===== config.mk =====
export PLATFORM = sky130hd
export DESIGN_NAME = apfg_aux_pin
export DESIGN_NICKNAME = d
export VERILOG_FILES = /design/src/hdl/apfg_pkg.sv /design/src/hdl/apfg_aux_pin.sv
export SDC_FILE = /design/constraint.sdc
export NUM_CORES = 1
export LEC_CHECK = 0
export CORE_MARGIN = 3
export CORE_UTILIZATION = 65
export CTS_BUF_LIST = sky130_fd_sc_hd__clkbuf_4 sky130_fd_sc_hd__clkbuf_8
export CTS_CLUSTER_SIZE = 40
export DETAILED_ROUTE_END_ITERATION = 8
export DONT_BUFFER_PORTS = 1
export PLACE_DENSITY = 0.86
export SKIP_CTS_REPAIR_TIMING = 1
export SYNTH_ARGS = -nofsm -noshare
export SYNTH_HDL_FRONTEND = slang
export SYNTH_SLANG_ARGS = --single-unit

===== constraint.sdc =====
create_clock -name clk -period 8.6 [get_ports clk]
set_input_delay 1.72 -clock clk [delete_from_list [all_inputs] [get_ports clk]]
set_output_delay 1.72 -clock clk [all_outputs]
set_load 0.1 [all_outputs]

===== src/hdl/apfg_pkg.sv =====
package apfg_pkg;

   // Auxiliary pin function selection
   typedef enum logic [2:0] {
      APFG_FN_DRIVER_EN,
      APFG_FN_CHARGE_HI,
      APFG_FN_CHARGE_LO,
      APFG_FN_S2H_LED,
      APFG_FN_H2S_LED,
      APFG_FN_BOTH_LED
   } apfg_fn_e;

   localparam apfg_fn_e APFG_FN_RESET = APFG_FN_DRIVER_EN;

   // Timing base
   localparam int unsigned APFG_CLK_HZ      = 40_000_000;
   localparam int unsigned APFG_MAX_BAUD    = 3_000_000;
   localparam int unsigned APFG_MIN_BIT_CYC = (APFG_CLK_HZ + APFG_MAX_BAUD - 1) / APFG_MAX_BAUD;
   localparam int unsigned APFG_DIV_W       = 16;
   localparam logic [15:0] APFG_DIV_RESET   = 16'h0015;

   // Wishbone register map
   localparam logic [7:0] APFG_CTRL_ADDR   = 8'h00;
   localparam logic [7:0] APFG_STATUS_ADDR = 8'h04;
   localparam logic [7:0] APFG_DIV_ADDR    = 8'h08;
   localparam int unsigned APFG_CTRL_FN_LSB = 0;
   localparam int unsigned APFG_STAT_PIN    = 0;
   localparam int unsigned APFG_STAT_DCP    = 1;
   localparam int unsigned APFG_STAT_SUSP   = 2;
   localparam int unsigned APFG_STAT_TXB    = 3;

   // Transmitter activity flags
   typedef struct packed {
      logic char_pending;
      logic start_bit;
      logic stop_bit;
   } apfg_tx_s;

endpackage : apfg_pkg


===== src/hdl/apfg_aux_pin.sv =====
// The placing of the registers and the Wishbone slave port were chosen for this implementation.
`timescale 1ns/10ps
// Behaviour
// - Driver enable rises one bit period before each start bit.
// - Driver enable falls when the stop bit begins; timing is fixed.
// - Driver enable stays low while no character is sent.
// - Recognise attachment to a dedicated charging port.
// - A dedicated charging port leaves device unenumerated and suspended.
// - Charge detect goes active once port detected and suspended.
// - Charge detect exists in active-high and active-low forms.
// - Enumerated, unsuspended device holds charge detect inactive.
// - Three LED selections: serial-to-host, host-to-serial, combined.
// - Serial-to-host LED shows receive traffic forwarded to host.
// - Host-to-serial LED shows host data sent on transmit line.
// - Combined LED shows traffic in either direction.
// - Bit rate at most 3 Mbaud; lead count uses the divider clamped to that minimum, while the divider register keeps its written value.
// - Pin defaults to driver enable function.
module apfg_aux_pin
   import apfg_pkg::*;
#(
   parameter int unsigned DIV_W = APFG_DIV_W
) (
   // Clock and reset
   input  wire logic        clk,
   input  wire logic        resetn,
   // Configuration from nonvolatile store
   input  wire logic [2:0]  cfg_function,
   // Transmitter side, same clock
   input  wire apfg_tx_s    tx_status,
   // Receiver and USB side, same clock
   input  wire logic        rx_active,
   input  wire logic        data_lines_shorted,
   input  wire logic        usb_suspended,
   input  wire logic        usb_enumerated,
   // Wishbone slave
   input  wire logic        wb_cyc_i,
   input  wire logic        wb_stb_i,
   input  wire logic        wb_we_i,
   input  wire logic [7:0]  wb_adr_i,
   input  wire logic [3:0]  wb_sel_i,
   input  wire logic [31:0] wb_dat_i,
   output logic      [31:0] wb_dat_o,
   output logic             wb_ack_o,
   output logic             wb_err_o,
   // Auxiliary pin
   output logic             aux_pin0
);

   ////////////////////////////////////////////////////////////////////////////
   apfg_fn_e         fn_r;
   logic             fn_loaded_r;
   logic [DIV_W-1:0] div_r;
   logic [DIV_W-1:0] lead_cnt_r;
   logic             line_driver_enable_r;
   logic             dedicated_charge_port_r;
   logic             aux_pin0_r;
   logic             aux_pin0_nxt;
   logic             wb_req;
   logic             addr_ok;
   logic             in_lead_r;

   function automatic logic [DIV_W-1:0] clamp_div(input logic [DIV_W-1:0] d);
      if (d < DIV_W'(APFG_MIN_BIT_CYC)) begin
         return DIV_W'(APFG_MIN_BIT_CYC);
      end
      return d;
   endfunction : clamp_div

   function automatic apfg_fn_e decode_fn(input logic [2:0] c);
      if (c > 3'h5) begin
         return APFG_FN_RESET;
      end
      return apfg_fn_e'(c);
   endfunction : decode_fn

   ////////////////////////////////////////////////////////////////////////////
   // Function latched once after reset
   always_ff @(posedge clk or negedge resetn) begin
      if (!resetn) begin
         fn_r        <= APFG_FN_RESET;
         fn_loaded_r <= 1'b0;
      end else if (!fn_loaded_r) begin
         fn_r        <= decode_fn(cfg_function);
         fn_loaded_r <= 1'b1;
      end
   end

   ////////////////////////////////////////////////////////////////////////////
   // Driver enable: lead count one bit period before start bit
   always_ff @(posedge clk or negedge resetn) begin
      if (!resetn) begin
         line_driver_enable_r <= 1'b0;
         lead_cnt_r           <= '0;
         in_lead_r            <= 1'b0;
      end else if (tx_status.stop_bit || !tx_status.char_pending) begin
         line_driver_enable_r <= 1'b0;
         lead_cnt_r           <= '0;
         in_lead_r            <= 1'b0;
      end else if (!line_driver_enable_r) begin
         line_driver_enable_r <= 1'b1;
         lead_cnt_r           <= clamp_div(div_r) - DIV_W'(1);
         in_lead_r            <= 1'b1;
      end else if (in_lead_r) begin
         if (lead_cnt_r != '0) begin
            lead_cnt_r <= lead_cnt_r - DIV_W'(1);
         end else begin
            in_lead_r <= 1'b0;
         end
      end
   end

   // Lead time elapsed flag, only read back as status bit APFG_STAT_TXB
   logic tx_go;
   assign tx_go = line_driver_enable_r && in_lead_r && (lead_cnt_r == '0);

   ////////////////////////////////////////////////////////////////////////////
   // Charging port detection
   always_ff @(posedge clk or negedge resetn) begin
      if (!resetn) begin
         dedicated_charge_port_r <= 1'b0;
      end else if (usb_enumerated) begin
         dedicated_charge_port_r <= 1'b0;
      end else if (data_lines_shorted) begin
         dedicated_charge_port_r <= 1'b1;
      end
   end

   logic charge_active;
   assign charge_active = dedicated_charge_port_r && usb_suspended
                          && !usb_enumerated;

   ////////////////////////////////////////////////////////////////////////////
   // Pin multiplexer
   always_comb begin
      aux_pin0_nxt = 1'b0;
      unique case (fn_r)
         APFG_FN_DRIVER_EN: aux_pin0_nxt = line_driver_enable_r;
         APFG_FN_CHARGE_HI: aux_pin0_nxt = charge_active;
         APFG_FN_CHARGE_LO: aux_pin0_nxt = !charge_active;
         APFG_FN_S2H_LED:   aux_pin0_nxt = !rx_active;
         APFG_FN_H2S_LED:   aux_pin0_nxt = !tx_status.char_pending;
         APFG_FN_BOTH_LED:  aux_pin0_nxt = !(rx_active || tx_status.char_pending);
         default:           aux_pin0_nxt = line_driver_enable_r;
      endcase
   end

   // Driver enable path bypasses the flop so the lead is exact
   always_ff @(posedge clk or negedge resetn) begin
      if (!resetn) begin
         aux_pin0_r <= 1'b0;
      end else begin
         aux_pin0_r <= aux_pin0_nxt;
      end
   end

   assign aux_pin0 = (fn_r == APFG_FN_DRIVER_EN) ? line_driver_enable_r : aux_pin0_r;

   ////////////////////////////////////////////////////////////////////////////
   // Wishbone slave, one wait state
   assign wb_req  = wb_cyc_i && wb_stb_i && !wb_ack_o && !wb_err_o;
   assign addr_ok = (wb_adr_i == APFG_CTRL_ADDR) || (wb_adr_i == APFG_STATUS_ADDR)
                    || (wb_adr_i == APFG_DIV_ADDR);

   always_ff @(posedge clk or negedge resetn) begin
      if (!resetn) begin
         wb_ack_o <= 1'b0;
         wb_err_o <= 1'b0;
         wb_dat_o <= 32'h0000_0000;
      end else begin
         wb_ack_o <= wb_req && addr_ok;
         wb_err_o <= wb_req && !addr_ok;
         wb_dat_o <= 32'h0000_0000;
         if (wb_req && !wb_we_i) begin
            unique case (wb_adr_i)
               APFG_CTRL_ADDR:   wb_dat_o[APFG_CTRL_FN_LSB +: 3] <= 3'(fn_r);
               APFG_STATUS_ADDR: begin
                  wb_dat_o[APFG_STAT_PIN]  <= aux_pin0;
                  wb_dat_o[APFG_STAT_DCP]  <= dedicated_charge_port_r;
                  wb_dat_o[APFG_STAT_SUSP] <= usb_suspended;
                  wb_dat_o[APFG_STAT_TXB]  <= tx_go;
               end
               APFG_DIV_ADDR:    wb_dat_o[DIV_W-1:0] <= div_r;
               default:          wb_dat_o <= 32'h0000_0000;
            endcase
         end
      end
   end

   // Bit period divider; function select is read-only
   always_ff @(posedge clk or negedge resetn) begin
      if (!resetn) begin
         div_r <= DIV_W'(APFG_DIV_RESET);
      end else if (wb_req && wb_we_i && wb_adr_i == APFG_DIV_ADDR) begin
         if (wb_sel_i[0]) div_r[7:0]  <= wb_dat_i[7:0];
         if (wb_sel_i[1]) div_r[DIV_W-1:8] <= wb_dat_i[DIV_W-1:8];
      end
   end

   ////////////////////////////////////////////////////////////////////////////
   chk_lead_low_idle: assert property (@(posedge clk) disable iff (!resetn)
      !tx_status.char_pending |=> !line_driver_enable_r)
      else $error("driver enable active while idle");
   chk_stop_release: assert property (@(posedge clk) disable iff (!resetn)
      tx_status.stop_bit |=> !line_driver_enable_r)
      else $error("driver enable not released at stop bit");
   chk_lead_rise: assert property (@(posedge clk) disable iff (!resetn)
      $rose(line_driver_enable_r) |-> in_lead_r && lead_cnt_r == clamp_div(div_r) - DIV_W'(1))
      else $error("lead count wrong");
   chk_lead_ready: assert property (@(posedge clk) disable iff (!resetn)
      $rose(line_driver_enable_r) && clamp_div(div_r) == DIV_W'(APFG_MIN_BIT_CYC)
      |-> ##13 (tx_go || !line_driver_enable_r))
      else $error("lead time not at minimum bit period");
   chk_charge_off_enum: assert property (@(posedge clk) disable iff (!resetn)
      usb_enumerated && fn_r == APFG_FN_CHARGE_HI |=> !aux_pin0)
      else $error("charge detect active while enumerated");
   chk_charge_on: assert property (@(posedge clk) disable iff (!resetn)
      fn_r == APFG_FN_CHARGE_LO && charge_active |=> !aux_pin0)
      else $error("active-low charge detect not low");
   chk_led_low: assert property (@(posedge clk) disable iff (!resetn)
      fn_r == APFG_FN_BOTH_LED && rx_active |=> !aux_pin0)
      else $error("combined led not on");
   chk_fn_stable: assert property (@(posedge clk) disable iff (!resetn)
      fn_loaded_r |=> $stable(fn_r))
      else $error("function changed after latch");

endmodule : apfg_aux_pin


# Word level (Yosys, flattened, before mapping)
# Index checks and enable logic that the tools add are counted.
# totals
reg_bits,74
output_inout_bits,35
elab_cells,86
in_bits,59
# classes
eq_ne,9
muxes,28
reduce_logical,33
n_addsub,2
order_cmp,2
# ops
operator,count
$mux W16,9
$sub A16 B1 Y16 const B,2
$logic_not A16 Y1,1
$lt A16 B4 Y1 const B,1
$reduce_bool A16 Y1,1
$mux W1,13
$logic_and A1 B1 Y1,12
$mux W12,1
$logic_not A1 Y1,9
$pmux W3 S3,1
$eq A8 B3 Y1 const B,1
$eq A8 B4 Y1 const B,1
$logic_not A8 Y1,1
$eq A3 B2 Y1 const B,2
$eq A3 B3 Y1 const B,2
$mux W3,2
$ne A3 B1 Y1 const B,2
$reduce_and A2 Y1,3
$pmux W1 S5,1
$logic_or A1 B1 Y1,4
$eq A3 B1 Y1 const B,1
$gt A3 B3 Y1 const B,1
$logic_not A3 Y1,1
$pmux W1 S2,1
$reduce_bool A2 Y1,1

# Logic depth before layout (Yosys ltp)
# Gate-level depths: netlist of the first run.
# depth
word_depth,10
ltp_mapped,12
mapped_depth_nobuf,9

# Worst setup path after synthesis of the first run
# OpenSTA, ideal clock, no wires.
# synth_path
path_kind,input-to-reg
start,input wb_adr_i[5]
end,register div_r[10]
slack_ns,5.149
setup_ns,0.125
path_buffers,1
stages,7
arrival_time_ns,3.326
t_required_ns,8.475
path_cell_list,nor4_1 -> nand2_1 -> nor2_1 -> and4_1 -> and2_1 -> clkbuf_1 -> mux2_2
# synth_via
elab_chain_len,3
# synth_rtl
item,line_no,text
"start, declared",apfg_aux_pin.sv:39,"input wire logic [7:0] wb_adr_i,"
$eq A8 B4 Y1,apfg_aux_pin.sv:193,end else if (wb_req && wb_we_i && wb_adr_i == APFG_DIV_ADDR) begin
$logic_and A1 B1 Y1,apfg_aux_pin.sv:193,
$reduce_and A2 Y1 (no source line),n/a,
"end signal, assigned",apfg_aux_pin.sv:192,div_r <= DIV_W'(APFG_DIV_RESET);
"end signal, assigned by index",apfg_aux_pin.sv:195,if (wb_sel_i[1]) div_r[DIV_W-1:8] <= wb_dat_i[DIV_W-1:8];
"end, declared",apfg_aux_pin.sv:52,logic [DIV_W-1:0] div_r;
# Every way passes these cells.
# A chain may end at the register's enable or synchronous reset.

# Worst setup path after layout of the first run
# layout_path
start,register fn_r[2]
end,output aux_pin0
# layout_via
elab_chain_len,2
# layout_rtl
item,line_no,text
"start, declared",apfg_aux_pin.sv:50,apfg_fn_e fn_r;
"start signal, assigned",apfg_aux_pin.sv:83,fn_r <= decode_fn(cfg_function);
$logic_not A3 Y1,apfg_aux_pin.sv:156,assign aux_pin0 = (fn_r == APFG_FN_DRIVER_EN) ? line_driver_enable_r : aux_pin0_r;
$mux W1,apfg_aux_pin.sv:156,
"end, declared",apfg_aux_pin.sv:46,output logic aux_pin0
# Every way passes these cells.

==> qor.csv, run 1 <==
stage;metric;value;unit
floorplanning;# rows;24;
worst_setup_path;Slowest-stage cell, CP;mux2_2;
timing;fin crit share;0.399;
cts;CTS tree;done;
routing;post-route ant nets;0;
floorplanning;Starting Density;0.692;
worst_setup_path;Critical Path Fanout Max;7;
pwr;worst vdd ir;0.155;mV
cts;Root Driver;clkbuf_8;
routing;WL/cell;18.7;microns
routing;Remaining DRCs;0;
routing;drt pass-1 iters;4;
synthesis;commonest register cell after synthesis;dfrtp_1;
final_layout;layout cells sized above 1;0.167;
grt;first-pass GRT wire length;11.1;mm
timing;final hold slack;529;ps
synthesis;Synth top area share;0.445;
grt;initial antenna violation count;0;
timing;RSZ-0062 raised after global routing;false;
placed_design;port bufs;0;
cts;Clock Pin Slew Worst Setup and Hold Paths;70;ps
synthesis;Synth Instances;310;
grt;pin count of the biggest net entering global routing;59;
routing;1st-iter DRT viols;203;
worst_setup_path;Worst EP arrival;1710;ps
synthesis;syn_area_per_cell;9.98;sq um
synthesis;post-synthesis register bit count;58;
worst_setup_path;slowest stage delay, CP;610;ps
timing;Final Setup Violations;0;
synthesis;sequential area share after synthesis;0.470;
worst_setup_path;endpoint type of the worst setup path;output port;
pwr;Cell Pwr Density;210;nW/um^2
cts;H-tree depth;3;
final_layout;nets@finish;368;
synthesis;Syn. warnings;0;
floorplanning;height of the die;75.0;microns
final_layout;area delta synth->final;5.98;%
grt;total gr overflow;0;
cts;worst skew pair latency;340;ps
timing;Worst-Margin Slew;911;ps
synthesis;post-synth top area cell;dfrtp_1;
timing;post-layout min period;3430;ps
final_layout;# fillers;307;
floorplanning;DIE AREA;5620;sq um
worst_setup_path;worst path required time;6880;ps
routing;vias;2348;
placed_design;hpwl dp;4.75;mm
timing;clk_skew;8.49;ps
timing;Max transition margin;0.393;
min_path;Min-Delay Path Class;register to register;
routing;total wire length;6.79;mm
worst_setup_path;critical path type;register to output port;
floorplanning;core area;4470;sq um
synthesis;EDFF count, synth;0;
timing;Final Hold Violating Endpoints;0;
final_layout;multi-input combinational cell area;1470;sq um
synthesis;post-synthesis cell type count;48;
timing;maximum clock frequency;291;MHz
worst_setup_path;crit path cell chain;nor3_1 > mux2_2;
final_layout;diode count;0;
floorplanning;Chip Width;75.0;microns
timing;fin. max-slew vios;0;
floorplanning;IO Pins;94;
pwr;Pleak;1.45;nW
grt;GRT Overall Usage;0.271;
synthesis;Synth area leaders;dfrtp_1 44%, mux2_2 7.6%, buf_4 3.9%, nor2_1 3.4%, mux2i_1 3.2%;
cts;CTS buffer count;9;
synthesis;Post-synth ARST share;1.00;
final_layout;Reg area;1460;sq um
placed_design;Placer Congestion;0.886;
synthesis;Netlist Area Pre-Place;3090;sq um
outcome;outcome;finished clean;
timing;setup TNS;0;ps
run;max cap viols;0;
grt;vias in the first global route;2290;
worst_setup_path;Setup crit start kind;register;
synthesis;Post-synth top cells;55 x dfrtp_1, 28 x nor2_1, 21 x mux2_2, 21 x nand2_1;
synthesis;most numerous cell in the Yosys netlist;dfrtp_1;
routing;drt via density;6.45;
cts;CTS max path bufs;2;
cts;clock sinks;58;
## worst paths after layout
check                      slack, ps                     from  depth (start not counted)                       to
setup / recovery                5170                  fn_r[2]                          2                 aux_pin0
hold / removal                   530  dedicated_charge_port_r                          2  dedicated_charge_port_r
hold reg to reg                  530  dedicated_charge_port_r                          2  dedicated_charge_port_r
setup reg to reg                5440                div_r[12]                          9            lead_cnt_r[8]
min in group asynchronous       1070                   resetn                          0              wb_dat_o[8]
max in group asynchronous       7340                   resetn                          0                 div_r[2]
## logic make-up (layout without fill, tap and decap cells)
kind of cell / count (synthesis) / in the layout / share of synthesized area
buffers and inverters: 37 / 24 / 0.0724
multiplexers: 31 / 31 / 0.109
adder cells (fa/ha/maj): 1 / 1 / 0.00404
other: 2 / 17 / 0.00243
AO/OA/AOI/OAI: 45 / 45 / 0.0934
XOR/XNOR: 12 / 12 / 0.0340
AND/OR/NAND/NOR: 124 / 124 / 0.215
flip-flops: 58 / 58 / 0.470
## placed cells by master (no fill, tap or decap), types with 4 or more instances in the layout
cell / instances
a211oi_1: 6
a21oi_1: 13
a22oi_1: 4
a31oi_1: 4
and2_1: 15
clkbuf_8: 11
conb_1: 17
dfrtp_1: 55
inv_1: 6
mux2_2: 21
mux2i_1: 10
nand2_1: 21
nand2b_1: 6
nand3_1: 8
nand4_1: 4
nor2_1: 28
nor3_1: 16
nor4_1: 7
o21ai_0: 8
xnor2_1: 9
## power by group
part           total [mW]  switching [mW]  internal, mW
Clock               0.315           0.108         0.207
Combinational      0.0863          0.0667        0.0196
Sequential          0.288         0.00856         0.279
Total               0.689           0.183         0.506
## final cells by class
cell class | count | area share
sequential | 58 | 0.444
inverter | 8 | 0.00916
tap | 52 | 0.0198
timing repair buffer | 1 | 0.00229
multi-input combinational | 230 | 0.449
clock inverter | 4 | 0.0301
clock buffer | 11 | 0.0462
## routing by layer
metal  GRT usage  wire length, microns  vias to the layer above  part of all wire
li1            -                     -                     1060                 -
met5           0                     0                        -                 0
met1       0.321                  2630                     1146              0.39
met2       0.454                  3370                      115              0.50
met3      0.0841                   552                       27             0.081
met4       0.117                   241                        0             0.035
## sequential cells by signal (all words and copies together), names as in the netlist
| signal | flops |
|---|---|
| wb_err_o | 1 |
| div_r | 16 |
| dedicated_charge_port_r | 1 |
| fn_loaded_r | 1 |
| fn_r | 3 |
| in_lead_r | 1 |
| lead_cnt_r | 16 |
| wb_dat_o | 16 |
| aux_pin0_r | 1 |
| line_driver_enable_r | 1 |
| wb_ack_o | 1 |
## worst max-delay path, delay by kind of cell (launching register included)
kind	cells	cell delay, ps
mux	1	610
flops	1	450
simple gates	1	310
## through the flow
| step | setup slack [ps] | power [mW] | std cells | utilization | instance area [sq um] |
|---|---|---|---|---|---|
| floorplan | 5150 | 0.375 | 325 | - | 3150 |
| global placement | 5040 | 0.375 | 349 | 0.677 | 3030 |
| detailed placement | 5010 | 0.377 | 349 | 0.677 | 3030 |
| CTS | 5160 | 0.689 | 364 | 0.733 | 3280 |
| global route | 5070 | 0.712 | 364 | 0.733 | 3280 |
| finish | 5170 | 0.689 | 364 | 0.733 | 3280 |
No activity file was read; power rests on OpenSTA's default activity.
==> run 2: changes to the inputs <==
--- a/config.mk
+++ b/config.mk
@@ -5,13 +5,14 @@
 export SDC_FILE = /design/constraint.sdc
 export NUM_CORES = 1
 export LEC_CHECK = 0
+export ABC_AREA = 1
 export CORE_MARGIN = 3
-export CORE_UTILIZATION = 65
+export CORE_UTILIZATION = 60
 export CTS_BUF_LIST = sky130_fd_sc_hd__clkbuf_4 sky130_fd_sc_hd__clkbuf_8
 export CTS_CLUSTER_SIZE = 40
 export DETAILED_ROUTE_END_ITERATION = 8
 export DONT_BUFFER_PORTS = 1
-export PLACE_DENSITY = 0.86
+export PLACE_DENSITY = 0.84
 export SKIP_CTS_REPAIR_TIMING = 1
 export SYNTH_ARGS = -nofsm -noshare
 export SYNTH_HDL_FRONTEND = slang
==> constraint.sdc (replaced) <==
create_clock -name clk -period 3 [get_ports clk]
set_input_delay 0.6 -clock clk [delete_from_list [all_inputs] [get_ports clk]]
set_output_delay 0.6 -clock clk [all_outputs]
set_load 0.1 [all_outputs]
==> run 2 against run 1 <==
Clock power rose by 100%. Critical endpoint unchanged. Count of clock-buffer cells in the layout fell by 1. First-iteration DRC count fell by 1.5%. Sequential cell count did not move. Die area rose by 13%. Routed wire length rose by 3.0%. Largest cell class is now registers. Via count rose by 12%. Clock skew fell by 2.7 ps.
==> qor.csv, run 2 <==
stage;metric;value;unit;change
synthesis;mux contribution to synthesized area;0.00692;;-0.102
routing;1st-iter DRT viols;200;;-1.5%
floorplanning;# rows;26;;+8.3%
routing;vias;2635;;+12%
grt;vias in the first global route;2569;;+12%
timing;Worst-Margin Slew;887;ps;-24.6 ps
worst_setup_path;Worst EP arrival;1690;ps;-20 ps
final_layout;diode count;0;;unchanged
worst_setup_path;Crit Reg-Reg Endpoint;lead_cnt_r[12];;
synthesis;post-synthesis register bit count;58;;unchanged
synthesis;Synth Instances;419;;+35%
pwr;sw frac;0.322;;+0.0564
floorplanning;DIE AREA;6350;sq um;+13%
synthesis;commonest register cell after synthesis;dfrtp_1;;
routing;post-route ant nets;0;;unchanged
final_layout;commonest non-fill, non-tap cells in the layout;88 x nand2_1, 55 x inv_1, 55 x dfrtp_1, 52 x nor2_1, 25 x nand3_1;;
grt;met1 Use GR;0.298;;-0.0232
pwr;internal power;1.18;mW;+130%
pwr;worst vdd ir;0.479;mV;+210%
final_layout;post-route cell area;3460;sq um;+5.5%
pwr;Cell Pwr Density;502;nW/um^2;+140%
final_layout;nets@finish;485;;+32%
pwr;Comb pwr share;0.155;;+0.030
timing;post-layout min period;2290;ps;
synthesis;most numerous cell in the Yosys netlist;nand2_1;;
grt;pin count of the biggest net entering global routing;59;;unchanged
synthesis;compound-cell area share of the yosys netlist;0.110;;+0.0161
pwr;Final Power;1.74;mW;+150%
worst_setup_path;endpoint type of the worst setup path;output port;;
grt;initial antenna violation count;0;;unchanged
worst_setup_path;worst path required time;2400;ps;-4480 ps
worst_setup_path;Critical Path Fanout Max;17;;+10
timing;fin. max-slew vios;0;;unchanged
cts;CTS tree;done;;
min_path;Min-Delay Path Class;input pin to async pin;;
routing;drt pass-1 iters;5;;+1
placed_design;port bufs;0;;unchanged
synthesis;syn_area_per_cell;7.77;sq um;-22%
timing;clk_skew;5.83;ps;-2.66 ps
timing;RSZ-0062 raised after global routing;false;;
worst_setup_path;Setup crit start kind;register;;
synthesis;Synth top area share;0.423;;-0.0221
outcome;outcome;finished clean;;
routing;WL/cell;14.0;microns;-25%
timing;Final Hold Violating Endpoints;0;;unchanged
timing;fin crit share;0.764;;
cts;Root Driver;clkbuf_8;;
timing;maximum clock frequency;436;MHz;
cts;H-tree depth;3;;unchanged
cts;CTS buffer count;9;;unchanged
synthesis;XOR/XNOR Fraction of Synth Area;0.00269;;-0.0313
grt;GR met3 Demand/Resource;0.0880;;+0.00392
timing;Final Setup Violations;0;;unchanged
final_layout;layout cells sized above 1;0.151;;-0.0155
grt;GRT Overall Usage;0.243;;-0.0275
timing;final setup margin;708;ps;-4460 ps
synthesis;EDFF count, synth;0;;unchanged
grt;total gr overflow;0;;unchanged
worst_setup_path;critical path type;register to output port;;
synthesis;largest family of logic cells by synthesized area;simple AND/OR/NAND/NOR gates;;
placed_design;Placer Congestion;0.917;;+3.5%
floorplanning;Starting Density;0.629;;-0.0621
grt;first-pass GRT wire length;11.7;mm;+5.6%
grt;Most Crowded Layer GR;met2;;
cts;worst skew pair latency;350;ps;about the same
floorplanning;Chip Width;79.7;microns;+6.2%
final_layout;Largest regs;div_r (16), lead_cnt_r (16), wb_dat_o (16);;
timing;setup TNS;0;ps;unchanged
floorplanning;IO Pins;94;;unchanged
final_layout;most common cell after layout, fill and taps aside;nand2_1;;
synthesis;simple-gate area share of the yosys netlist;0.298;;+0.0835
pwr;Flop pwr share;0.475;;+0.057
synthesis;sequential area share after synthesis;0.447;;-0.0233
floorplanning;height of the die;79.7;microns;+6.2%
timing;Max transition margin;0.409;;+0.0164
worst_setup_path;flop2flop setup slack;910;ps;-4530 ps
routing;Remaining DRCs;0;;unchanged
synthesis;Synth area leaders;dfrtp_1 42%, nand2_1 10%, inv_1 6.3%, nor2_1 6.0%, nand3_1 3.8%;;
routing;drt via density;5.27;;-18%
pwr;Pleak;1.71;nW;+18%
placed_design;hpwl dp;5.31;mm;+12%
synthesis;Syn. warnings;0;;unchanged
cts;CTS max path bufs;2;;unchanged
cts;Clock Pin Slew Worst Setup and Hold Paths;70;ps;about the same
final_layout;# fillers;435;;+42%
grt;met2 usage;0.402;;-0.0521
synthesis;Post-synth top cells;88 x nand2_1, 55 x dfrtp_1, 55 x inv_1;;
run;max cap viols;0;;unchanged
pwr;clock share of power;0.370;;-0.087
synthesis;post-synth top area cell;dfrtp_1;;
synthesis;Post-synth ARST share;1.00;;unchanged
synthesis;Netlist Area Pre-Place;3260;sq um;+5.2%
final_layout;area delta synth->final;6.26;%;
routing;total wire length;7.00;mm;+3.0%
synthesis;Adder-Cell Fraction of Synth Area;0.00384;;-0.000200
floorplanning;core area;5170;sq um;+16%
placed_design;DP Area;3250;sq um;+7.4%
worst_setup_path;worst r2r path cells;11;;+2
cts;clock sinks;58;;unchanged
placed_design;Post-Place Worst Slack;932;ps;-4080 ps
worst_setup_path;worst r2r src;div_r[9];;
final_layout;utilization after layout;0.669;;-0.0641
synthesis;post-synthesis cell type count;41;;-15%
pwr;switching power;0.559;mW;+210%
[run 2: cell types whose count changed in the layout (fill, tap and decap cells not counted), sizes merged, moves of 9 or more]
cell / previous run / this run
mux2: 21 / 2
mux2i: 10 / 0
nor2: 28 / 62
nand3: 8 / 30
o21ai: 9 / 22
xnor2: 9 / 0
nand2: 21 / 94
inv: 6 / 64
a21oi: 13 / 22
and2: 15 / 0
[run 2: cells by family (layout without fill, tap and decap cells)]
| kind of cell | after synthesis | in the layout |
|---|---|---|
| XOR/XNOR | 1 | 1 |
| AO/OA/AOI/OAI | 57 | 57 |
| multiplexers | 2 | 2 |
| buffers and inverters | 89 | 85 |
| other | 2 | 17 |
| adder cells (fa/ha/maj) | 1 | 1 |
| AND/OR/NAND/NOR | 209 | 209 |
| flip-flops | 58 | 58 |
[run 2: how the worst max path moves through the flow]
| stage | from | to | depth (start not counted) |
|---|---|---|---|
| 2_1_floorplan | fn_r[0] | aux_pin0 | 3 |
| 4_1_cts | line_driver_enable_r | aux_pin0 | 3 |
| 5_1_grt | line_driver_enable_r | aux_pin0 | 3 |
| 6_report | line_driver_enable_r | aux_pin0 | 3 |
| 3_3_place_gp | wb_adr_i[1] | div_r[3] | 7 |
| 3_5_place_dp | wb_adr_i[1] | div_r[3] | 7 |
[run 2: final cells by class]
cell class              instances  area [sq um]  share of cell area
flip-flops and latches         58          1460               0.421
inverters                      64           240              0.0694
repair buffers                  5          57.6              0.0166
clock inverters                 6          42.5              0.0123
clock buffers                  10           138              0.0398
well taps                      70          87.6              0.0253
multi-input cells             287          1440               0.416
[run 2: power groups by stage]
stage / sequential (mW) / combinational [mW] / clock [mW]
after floorplan: 0.837 / 0.238 / 0
after global placement: 0.837 / 0.247 / 0
after detailed placement: 0.838 / 0.251 / 0
after CTS: 0.824 / 0.252 / 0.654
after global routing: 0.826 / 0.293 / 0.689
final: 0.824 / 0.270 / 0.642
[run 2: stage by stage]
| step | hold slack, ps | std cells |
|---|---|---|
| after detailed placement | 306 | 483 |
| after global placement | 306 | 483 |
| after CTS | -72.7 | 499 |
| after floorplan | 304 | 434 |
| after global routing | 68.5 | 500 |
| final | 90.8 | 500 |
[run 2: routing by layer]
metal | routed length, microns | up-vias
li1 | - | 1303
met1 | 2980 | 1230
met2 | 3320 | 85
met3 | 564 | 17
met4 | 131 | 0
met5 | 0 | -
[run 2: worst max-delay path, cell delays in order, from the launching register on]
cell and delay [ps]:
dfrtp_1 700, inv_1 180, o21ai_2 160, buf_4 300
